<file path="src/pbscd_map.svh">
// Constants for the pipelined burst memory cycle decoder
`ifndef PBSCD_MAP_SVH
`define PBSCD_MAP_SVH

// ****************************************
// Widths
// ****************************************
`define PBSCD_ADDR_W 17
`define PBSCD_DATA_W 32
`define PBSCD_LANES 4
`define PBSCD_LANE_W 8
`define PBSCD_BURST_W 2

// ****************************************
// Reset values
// ****************************************
`define PBSCD_RST_DATA 32'h0000_0000
`define PBSCD_RST_LANES 4'h0
`define PBSCD_RST_BURST 2'h0

// ****************************************
// Timing
// ****************************************
`define PBSCD_CLK_PS 4000
`define PBSCD_TZZ_NS 8
`define PBSCD_ZZ_CYC ((`PBSCD_TZZ_NS * 1000 + `PBSCD_CLK_PS - 1) / `PBSCD_CLK_PS)

`endif

</file>
<file path="src/pbscd_pkg.sv">
// Types shared by the burst memory cycle decoder
`default_nettype none
`include "pbscd_map.svh"
package pbscd_pkg;

   // Cycle chosen at each clock edge
   typedef enum logic [2:0] {
      PBSCD_CYC_IDLE, PBSCD_CYC_DESEL, PBSCD_CYC_RD_EXT, PBSCD_CYC_WR_EXT,
      PBSCD_CYC_RD_NEXT, PBSCD_CYC_WR_NEXT, PBSCD_CYC_RD_CUR, PBSCD_CYC_WR_CUR
   } pbscd_cyc_t;

   // Sleep sequencing
   typedef enum logic [1:0] {
      PBSCD_ZZ_RUN, PBSCD_ZZ_ENTER, PBSCD_ZZ_SLEEP, PBSCD_ZZ_EXIT
   } pbscd_zz_t;

   // Burst counter state
   typedef struct packed {
      logic [`PBSCD_BURST_W-1:0] base;
      logic [`PBSCD_BURST_W-1:0] cnt;
      logic [`PBSCD_BURST_W-1:0] lsb;
   } pbscd_ctr_t;

   // Decoder state
   typedef struct packed {
      logic sleep_s1;
      logic sleep_s2;
      logic mode_s1;
      logic mode_s2;
      pbscd_zz_t zz;
      logic [1:0] zz_cnt;
      logic burst_active;
      logic [`PBSCD_ADDR_W-1:2] addr_hi;
      logic rd_issue;
      logic [`PBSCD_LANES-1:0] wr_lane;
      logic [`PBSCD_DATA_W-1:0] wdata;
      logic out_valid;
      logic [`PBSCD_DATA_W-1:0] out_data;
   } pbscd_state_t;

endpackage : pbscd_pkg
`default_nettype wire

</file>
<file path="src/pbscd_burst_ctr.sv">
// Two-bit wrapping burst address counter
`default_nettype none
`include "pbscd_map.svh"
module pbscd_burst_ctr (
   // Clock and reset
   input wire logic i_clk_sys,
   input wire logic i_rst,
   // Control
   input wire logic i_load,
   input wire logic [`PBSCD_BURST_W-1:0] i_base,
   input wire logic i_step,
   input wire logic i_linear,
   // Burst address low bits
   output logic [`PBSCD_BURST_W-1:0] o_lsb
);
   import pbscd_pkg::*;

   pbscd_ctr_t ctr_r;
   pbscd_ctr_t ctr_nxt;
   logic [`PBSCD_BURST_W-1:0] cnt_inc;

   // Next count and address, interleaved by xor, linear by add
   always_comb begin
      ctr_nxt = ctr_r;
      cnt_inc = ctr_r.cnt + 2'h1;
      if (i_load) begin
         ctr_nxt.base = i_base;
         ctr_nxt.cnt = 2'h0;
         ctr_nxt.lsb = i_base;
      end else if (i_step) begin
         ctr_nxt.cnt = cnt_inc;
         ctr_nxt.lsb = i_linear ? ctr_r.base + cnt_inc : ctr_r.base ^ cnt_inc;
      end
   end

   // State register
   always_ff @(posedge i_clk_sys) begin
      if (i_rst) begin
         ctr_r <= '0;
      end else begin
         ctr_r <= ctr_nxt;
      end
   end

   assign o_lsb = ctr_r.lsb;

endmodule : pbscd_burst_ctr
`default_nettype wire

</file>
<file path="src/pbscd_top.sv">
// Cycle decode, burst control and data bus gating of the burst memory
`default_nettype none
`include "pbscd_map.svh"
module pbscd_top (
   // Clock and reset
   input wire logic i_clk_sys,
   input wire logic i_rst,
   // Selects and strobes
   input wire logic i_primary_select_n,
   input wire logic i_expand_select_high,
   input wire logic i_expand_select_low_n,
   input wire logic i_processor_addr_strobe_n,
   input wire logic i_controller_addr_strobe_n,
   input wire logic i_burst_advance_n,
   // Write controls
   input wire logic i_global_write_n,
   input wire logic i_byte_write_gate_n,
   input wire logic [`PBSCD_LANES-1:0] i_byte_lane_write_n,
   // Address and asynchronous pins
   input wire logic [`PBSCD_ADDR_W-1:0] i_addr,
   input wire logic i_output_enable_n,
   input wire logic i_sleep_request,
   input wire logic i_burst_order,
   // Data bus, three signals
   input wire logic [`PBSCD_DATA_W-1:0] i_dq,
   output logic [`PBSCD_DATA_W-1:0] o_dq,
   output logic o_dq_oe_n,
   // Memory core side
   output logic [`PBSCD_ADDR_W-1:0] o_core_addr,
   output logic o_core_rd,
   output logic [`PBSCD_LANES-1:0] o_core_wr_lane,
   output logic [`PBSCD_DATA_W-1:0] o_core_wdata,
   input wire logic [`PBSCD_DATA_W-1:0] i_core_rdata,
   // Status
   output logic o_sleeping
);
   import pbscd_pkg::*;

   // ****************************************
   // Declarations
   // ****************************************
   pbscd_state_t st_r;
   pbscd_state_t st_nxt;
   pbscd_cyc_t cyc;
   logic write_ind_n;
   logic [`PBSCD_LANES-1:0] lane_we;
   logic sel_all;
   logic processor_addr_strobe_n_ok;
   logic run;
   logic ctr_load;
   logic ctr_step;
   logic [`PBSCD_BURST_W-1:0] burst_lsb;

   // ****************************************
   // Write decode
   // ****************************************

   // Internal write indication and lane enables
   always_comb begin
      write_ind_n = ~(~i_global_write_n | (~i_byte_write_gate_n & ~(&i_byte_lane_write_n)));
      if (!i_global_write_n) begin
         lane_we = 4'hF;
      end else if (!i_byte_write_gate_n) begin
         lane_we = ~i_byte_lane_write_n;
      end else begin
         lane_we = 4'h0;
      end
   end

   // ****************************************
   // Cycle decode
   // ****************************************

   // Select and strobe qualification
   assign sel_all = ~i_primary_select_n & i_expand_select_high & ~i_expand_select_low_n;
   assign processor_addr_strobe_n_ok = ~i_processor_addr_strobe_n & ~i_primary_select_n;
   assign run = (st_r.zz == PBSCD_ZZ_RUN) & ~st_r.sleep_s2;

   // Choose the cycle for this edge
   always_comb begin
      cyc = PBSCD_CYC_IDLE;
      if (!run) begin
         cyc = PBSCD_CYC_IDLE;
      end else if (processor_addr_strobe_n_ok) begin
         cyc = sel_all ? PBSCD_CYC_RD_EXT : PBSCD_CYC_DESEL;
      end else if (!i_controller_addr_strobe_n) begin
         if (!sel_all) begin
            cyc = PBSCD_CYC_DESEL;
         end else if (!write_ind_n) begin
            cyc = PBSCD_CYC_WR_EXT;
         end else begin
            cyc = PBSCD_CYC_RD_EXT;
         end
      end else if (st_r.burst_active) begin
         if (!i_burst_advance_n) begin
            cyc = write_ind_n ? PBSCD_CYC_RD_NEXT : PBSCD_CYC_WR_NEXT;
         end else begin
            cyc = write_ind_n ? PBSCD_CYC_RD_CUR : PBSCD_CYC_WR_CUR;
         end
      end
   end

   // Burst counter control
   assign ctr_load = (cyc == PBSCD_CYC_RD_EXT) | (cyc == PBSCD_CYC_WR_EXT);
   assign ctr_step = (cyc == PBSCD_CYC_RD_NEXT) | (cyc == PBSCD_CYC_WR_NEXT);

   pbscd_burst_ctr u_burst_ctr (
      .i_clk_sys(i_clk_sys),
      .i_rst(i_rst),
      .i_load(ctr_load),
      .i_base(i_addr[`PBSCD_BURST_W-1:0]),
      .i_step(ctr_step),
      .i_linear(~st_r.mode_s2),
      .o_lsb(burst_lsb)
   );

   // ****************************************
   // Next state
   // ****************************************
   always_comb begin
      st_nxt = st_r;
      // Synchronisers for the asynchronous sleep and order pins
      st_nxt.sleep_s1 = i_sleep_request;
      st_nxt.sleep_s2 = st_r.sleep_s1;
      st_nxt.mode_s1 = i_burst_order;
      st_nxt.mode_s2 = st_r.mode_s1;
      // Sleep sequencing, one cycle in ENTER, two cycles in EXIT
      unique case (st_r.zz)
         PBSCD_ZZ_RUN: begin
            if (st_r.sleep_s2) begin
               st_nxt.zz = PBSCD_ZZ_ENTER;
               st_nxt.zz_cnt = 2'(`PBSCD_ZZ_CYC - 1);
            end
         end
         PBSCD_ZZ_ENTER: begin
            if (st_r.zz_cnt == 2'h1) begin
               st_nxt.zz = PBSCD_ZZ_SLEEP;
            end
            st_nxt.zz_cnt = st_r.zz_cnt - 2'h1;
         end
         PBSCD_ZZ_SLEEP: begin
            if (!st_r.sleep_s2) begin
               st_nxt.zz = PBSCD_ZZ_EXIT;
               st_nxt.zz_cnt = 2'(`PBSCD_ZZ_CYC);
            end
         end
         PBSCD_ZZ_EXIT: begin
            if (st_r.sleep_s2) begin
               st_nxt.zz = PBSCD_ZZ_SLEEP;
            end else if (st_r.zz_cnt == 2'h1) begin
               st_nxt.zz = PBSCD_ZZ_RUN;
            end
            st_nxt.zz_cnt = st_r.zz_cnt - 2'h1;
         end
      endcase
      // Access issue towards the core
      st_nxt.rd_issue = 1'b0;
      st_nxt.wr_lane = 4'h0;
      unique case (cyc)
         PBSCD_CYC_IDLE: begin
            if (!run) begin
               st_nxt.burst_active = 1'b0;
            end
         end
         PBSCD_CYC_DESEL: begin
            st_nxt.burst_active = 1'b0;
         end
         PBSCD_CYC_RD_EXT: begin
            st_nxt.burst_active = 1'b1;
            st_nxt.addr_hi = i_addr[`PBSCD_ADDR_W-1:2];
            st_nxt.rd_issue = 1'b1;
         end
         PBSCD_CYC_WR_EXT: begin
            st_nxt.burst_active = 1'b1;
            st_nxt.addr_hi = i_addr[`PBSCD_ADDR_W-1:2];
            st_nxt.wr_lane = lane_we;
            st_nxt.wdata = i_dq;
         end
         PBSCD_CYC_RD_NEXT, PBSCD_CYC_RD_CUR: begin
            st_nxt.rd_issue = 1'b1;
         end
         PBSCD_CYC_WR_NEXT, PBSCD_CYC_WR_CUR: begin
            st_nxt.wr_lane = lane_we;
            st_nxt.wdata = i_dq;
         end
      endcase
      // Output register follows the read one edge later
      st_nxt.out_valid = st_r.rd_issue & run;
      if (st_r.rd_issue) begin
         st_nxt.out_data = i_core_rdata;
      end
   end

   // State register
   always_ff @(posedge i_clk_sys) begin
      if (i_rst) begin
         st_r <= '0;
      end else begin
         st_r <= st_nxt;
      end
   end

   // ****************************************
   // Outputs
   // ****************************************

   // Bus gating, enable pin combined without sampling
   assign o_dq_oe_n = ~(st_r.out_valid & ~(|st_r.wr_lane) & run & ~i_output_enable_n);
   assign o_dq = st_r.out_data;
   assign o_core_addr = {st_r.addr_hi, burst_lsb};
   assign o_core_rd = st_r.rd_issue;
   assign o_core_wr_lane = st_r.wr_lane;
   assign o_core_wdata = st_r.wdata;
   assign o_sleeping = (st_r.zz != PBSCD_ZZ_RUN);
endmodule : pbscd_top
`default_nettype wire

</file>
<file path="config.mk">
export PLATFORM = sky130hd
export DESIGN_NAME = pbscd_top
export DESIGN_NICKNAME = d
export VERILOG_FILES = /design/src/pbscd_pkg.sv /design/src/pbscd_burst_ctr.sv /design/src/pbscd_top.sv
export VERILOG_INCLUDE_DIRS = /design/src
export SDC_FILE = /design/constraint.sdc
export NUM_CORES = 1
export LEC_CHECK = 0
export ABC_CLOCK_PERIOD_IN_PS = 2600
export BUFFER_PORTS_ARGS = -buffer_cell sky130_fd_sc_hd__buf_2
export CORE_AREA = 5 5 103 105
export DETAILED_ROUTE_END_ITERATION = 6
export DIE_AREA = 0 0 108 110
export PLACE_DENSITY_LB_ADDON = 0.25
export REMOVE_ABC_BUFFERS = 1
export SYNTH_ARGS = -nofsm -noshare
export SYNTH_HDL_FRONTEND = slang
export SYNTH_SLANG_ARGS = --single-unit
</file>
<file path="constraint.sdc">
create_clock -name i_clk_sys -period 2.6 [get_ports i_clk_sys]
set_clock_uncertainty 0.1 [all_clocks]
set_input_delay 0.13 -clock i_clk_sys [delete_from_list [all_inputs] [get_ports i_clk_sys]]
set_output_delay 0.13 -clock i_clk_sys [all_outputs]
set_load 0.03 [all_outputs]
</file>
-- Word-level counts from Yosys, hierarchy flattened
Index checks and enable logic that the tools add are counted.
- register bits after elaboration: 100
- input port bits: 98
- add/sub/neg operators: 3
- equal/unequal tests: 16
- bitwise gates (word level): 25
- reduce and logical (&&, ||, !) cells: 15
- muxes and demuxes: 24
- operators with widths (cell ; count):
    $mux W2 ; 9
    $mux W4 ; 4
    $pmux W4 S4 ; 1
    $eq A3 B3 Y1 const B ; 4
    $mux W3 ; 4
    $not A1 Y1 ; 11
    $and A1 B1 Y1 ; 9
    $ne A2 B2 Y1 const B ; 4
    $reduce_and A4 Y1 ; 2
    $eq A3 B2 Y1 const B ; 2
    $reduce_or A2 Y1 ; 3
    $reduce_or A3 Y1 ; 2
    $mux W1 ; 5
    $eq A2 B1 Y1 const B ; 2
    $eq A2 B2 Y1 const B ; 2
    $not A4 Y4 ; 1
    $reduce_and A2 Y1 ; 2
    $reduce_bool A2 Y1 ; 2
    $reduce_or A4 Y1 ; 1
    $eq A3 B1 Y1 const B ; 1
    $logic_not A3 Y1 ; 1
    $ne A3 B3 Y1 const B ; 1
    $or A1 B1 Y1 ; 3
    $pmux W1 S3 ; 1
    6 further kinds ; 6

-- Depth between registers and ports, before layout
- depth after elaboration: 14
- depth in mapped cells: 7
- gate-level depth less buffers: 6

-- Cells and area by module
A second synthesis with hierarchy kept.
- cells, all modules: 471
- area total of the unflattened synthesis: 4635.7 um^2
- by module, submodules not included (module ; times used ; seq. area each (um^2) ; area each (um^2) ; cells each):
    pbscd_top ; 1 ; 1881.8 ; 4327.9 ; 440
    pbscd_burst_ctr ; 1 ; 120.1 ; 307.8 ; 31

-- Least setup slack after synthesis
Ideal clock, no wire load.
- kind: register -> register
- from: reg st_r[88] (netlist name)
- to: reg st_r, in the netlist o_core_wdata[10]
- arrival: 1800 ps
- cell stages (with the launch flop): 7
- path buffers: 3
- data required time: 2428 ps
- period minus slack after synthesis: 1972 ps
- setup slack: 628 ps
- path through: dfxtp_1 -> buf_6 -> or3_4 -> buf_6 -> nor4_4 -> buf_6 -> mux2i_1
- longest elaborated chain between the ends: 5
- elaborated cells between the ends (all ways): 7
- those cells by class: eq/ne: 3; mux: 1; bitwise: 1; reduce/logical: 2
- RTL lines (what ; RTL line ; source):
    start: declaration ; pbscd_top.sv:42 ; pbscd_state_t st_r;
    start signal: assignment ; pbscd_top.sv:199 ; st_r <= st_nxt;
    $logic_not A2 Y1 (*) ; pbscd_top.sv:77 ; assign run = (st_r.zz == PBSCD_ZZ_RUN) & ~st_r.sleep_s2;
    $and A1 B1 Y1 (*) ; pbscd_top.sv:77 ;
    $mux W3 (*) ; pbscd_top.sv:82 ; if (!run) begin
    $eq A3 B2 Y1 or $eq A3 B3 Y1 (tied branches) ; pbscd_top.sv:159 ; unique case (cyc)
    $reduce_or A3 Y1 (no line) (*) ; -- ;
Every way passes the cells marked *; elsewhere a longest branch is shown, timed or not.
A chain may end at the register's enable or synchronous reset.

-- Worst setup path in the final report
- from: in i_expand_select_low_n
- to: reg u_burst_ctr.ctr_r[4] (netlist name)
- longest elaborated chain between the ends: 8
- elaborated cells between the ends (all ways): 10
- those cells by class: eq/ne: 2; mux: 5; bitwise: 3
- RTL lines (what ; RTL line ; source):
    start: declaration ; pbscd_top.sv:11 ; input wire logic i_expand_select_low_n,
    $not A1 Y1 (*) ; pbscd_top.sv:75 ; assign sel_all = ~i_primary_select_n & i_expand_select_high & ~i_expand_select_low_n;
    $and A1 B1 Y1 (*) ; pbscd_top.sv:75 ;
    $mux W2 ; pbscd_top.sv:87 ; if (!sel_all) begin
    $mux W3 ; pbscd_top.sv:86 ; end else if (!i_controller_addr_strobe_n) begin
    $mux W3 (*) ; pbscd_top.sv:84 ; end else if (processor_addr_strobe_n_ok) begin
    $mux W3 (*) ; pbscd_top.sv:82 ;
    $eq A3 B2 Y1 ; pbscd_top.sv:104 ; assign ctr_load = (cyc == PBSCD_CYC_RD_EXT) | (cyc == PBSCD_CYC_WR_EXT);
    $or A1 B1 Y1 (*) ; pbscd_top.sv:104 ;
    end signal: assignment ; pbscd_burst_ctr.sv:41 ; ctr_r <= ctr_nxt;
    end: declaration ; pbscd_burst_ctr.sv:18 ; pbscd_ctr_t ctr_r;
Marked as above.

==> results.toml <==
[min_path]
min_to = "o_core_wr_lane[2]"
min_from = "i_global_write_n"
hp-class = "in -> reg"
hold_depth = 3

[synth]
ys_seq_elements = 100
synthArstFlopShare_pct = 0
synthTopCellsByArea = "dfxtp_1, mux2i_1, buf_4"
syn-instance-count = 495
ys_warn_count = 0
synth_top_area_share_pct = 44.76
postSynthAreaPerCell_um2 = 9.036
synth_common_cells = "nand2_1, dfxtp_1, buf_4"
syn_area_um2 = 4473
synth_top_area_cell = "dfxtp_1"
synth_ff_type = "dfxtp_1"
yosysSeqAreaShare_pct = 44.76
synth_edf_count = 0
post-synth-top-count-cell = "nand2_1"
synth_cell_types = 39

[sta]
grt_setup_unrepaired = "false"
whs_ps = 36.56
tns_ps = 0
maxSlewViolCount = 0
max_slew_margin_pct = 55.55
final.min_clock_period_ps = 1992
finalSetupViolCount = 0
final-hold-violation-count = 0
tightest_slew_ps = 666.8
fmax_mhz = 501.9
finalCritPeriodShare_pct = 76.63
fin_ws_ps = 607.5

[placement]
dp.cells = 707
port_buffers = 185
post_dp_cell_area_um2 = 4845
gp_congestion = 0.7305
dpl.hpwl_um = 7370
place_ws_ps = 685.9

[drt]
routedWlPerCell_um = 13.86
dr.first_iter.drc_count = 179
drtPass1Iterations = 4
antenna_left = 0
vias = 3719
via_per_inst = 4.614
wl_um = 11180
drc = 0

[global_route]
grt_max_degree = 64
antenna_found_initial = 0
first_global_vias = 3733
overflow = 0
grt_pass1_wl_um = 17300
grt.total_usage_pct = 18.25

[clock_tree]
cts_root_buffer = "clkbuf_8"
clock-sinks = 100
cts_tree = "done"
cts_buffers = 9
clock_path_buffers = 2
cts_setup_buffers = 0
insertion_delay_ps = 360
cts.htree.levels = 3
clkTransAtPathRegs_ps = 90

[floorplan]
die_h_um = 110
num_rows = 36
die_area_um2 = 11880
design.core.area_um2 = 9549
initial_core_util_pct = 46.84
dieWidth_um = 108
pin_count = 186

[worst_setup_path]
crit_arrival_ps = 2180
crit_path_end_kind = "flip-flop"
path_cells = "dlygate4sd3_1 > buf_2 > nor3b_1 > and3_1 > nand2_1 > a21oi_1"
r2r-start = "st_r[88]"
ff2ff_setup_slack_ps = 680
ff2ff_path_depth = 4
slowest_stage = "and3_1"
crit_type = "in -> reg"
critical-path-max-stage-delay_ps = 670
start_kind = "input pin"
cp_num_buf_inv = 2
cp_top_family = "simple AND/OR/NAND/NOR gates"
crit_fanout = 19
reg2reg_to = "u_burst_ctr.ctr_r[4]"
required_ps = 2790
startpoint = "i_expand_select_low_n"

[cells_and_area]
finalNonFillerCells = 806
area_growth_pct = 31.38
final_area_um2 = 5877
drive_gt1_share_pct = 31.80
insertedDiodeCount = 0
fin_util_pct = 61.54
nets = 769

[power_and_ir_drop]
powerDensity_nw_per_um2 = 498.2
irDropWorstVdd_mv = 0.3056
p_leak_nw = 2.621
power.total_mw = 2.928

[job]
maxCapViolations = 0

[run_status]
status = "finished clean"
worst min-delay path: cells and delay by family:
| kind | cells | cell delay, ps |
|---|---|---|
| AND/OR/NAND/NOR | 1 | 160 |
| AO/OA/AOI/OAI | 1 | 60 |
| buffers and inverters | 1 | 120 |
per-layer routing:
metal	up-vias	share of wire, %	global-route usage (%)
li1	1878	-	-
met1	1690	42	21.35
met2	133	49	32.15
met3	18	6.9	4.135
met4	0	1.8	7.845
met5	-	0	0
cell usage in the layout, fill, tap and decap left out, types with 5 or more instances in the layout:
master / count
buf_4: 5
nor3_1: 5
mux2i_1: 64
buf_2: 185
o21ai_0: 6
dfxtp_1: 99
a21oi_1: 23
dlygate4sd3_1: 84
nor2_1: 36
clkbuf_8: 10
nand2_1: 102
nor2b_1: 8
registers in the layout (all words and copies together), names as in the netlist:
signal and flops:
st_r 8, u_burst_ctr.o_lsb 2, st_nxt 2, o_core_wdata 32, u_burst_ctr.ctr_r 4, o_dq 32, o_core_wr_lane 4, o_core_rd 1
o_core_addr 15
timing repair:
action | in CTS | in global routing
hold buffers | 84 | 0
resized for setup | 0 | 0
hold endpoints to repair | 86 | 0
worst max-delay path by stage:
stage,end,slack (ps),depth (start not counted)
after floorplan,o_core_wr_lane[0],-440,3
after global placement,u_burst_ctr.o_lsb[1],730,4
after detailed placement,o_core_wdata[7],690,4
after CTS,u_burst_ctr.ctr_r[4],640,6
after global routing,u_burst_ctr.ctr_r[4],400,4
final,u_burst_ctr.ctr_r[4],610,6
area by class of cell:
cell class                      instances  area (µm²)
Clock buffer                           11       141.4
Clock inverter                          4       50.05
Fill cell                             825        3672
Inverter                                5       18.77
Multi-Input combinational cell        278        1673
Sequential cell                       100        2003
Tap cell                              133       166.4
Timing Repair Buffer                  275        1824
cells by family after synthesis:
| logic type | share of synthesized area [%] |
|---|---|
| simple gates | 16.25 |
| compound gates | 5.175 |
| xor+xnor | 1.091 |
| fa+ha+maj | 0.5594 |
| buf+inv | 17.85 |
| flops | 44.76 |
| mux | 14.32 |
where the power goes:
group,total [mW],internal [mW],switching (mW),leakage (nW)
sequential,1.58,1.56,0.0187,0.809
clock,0.980,0.465,0.515,0.0914
combinational,0.372,0.196,0.176,1.72
(Power assumes the default switching activity.)
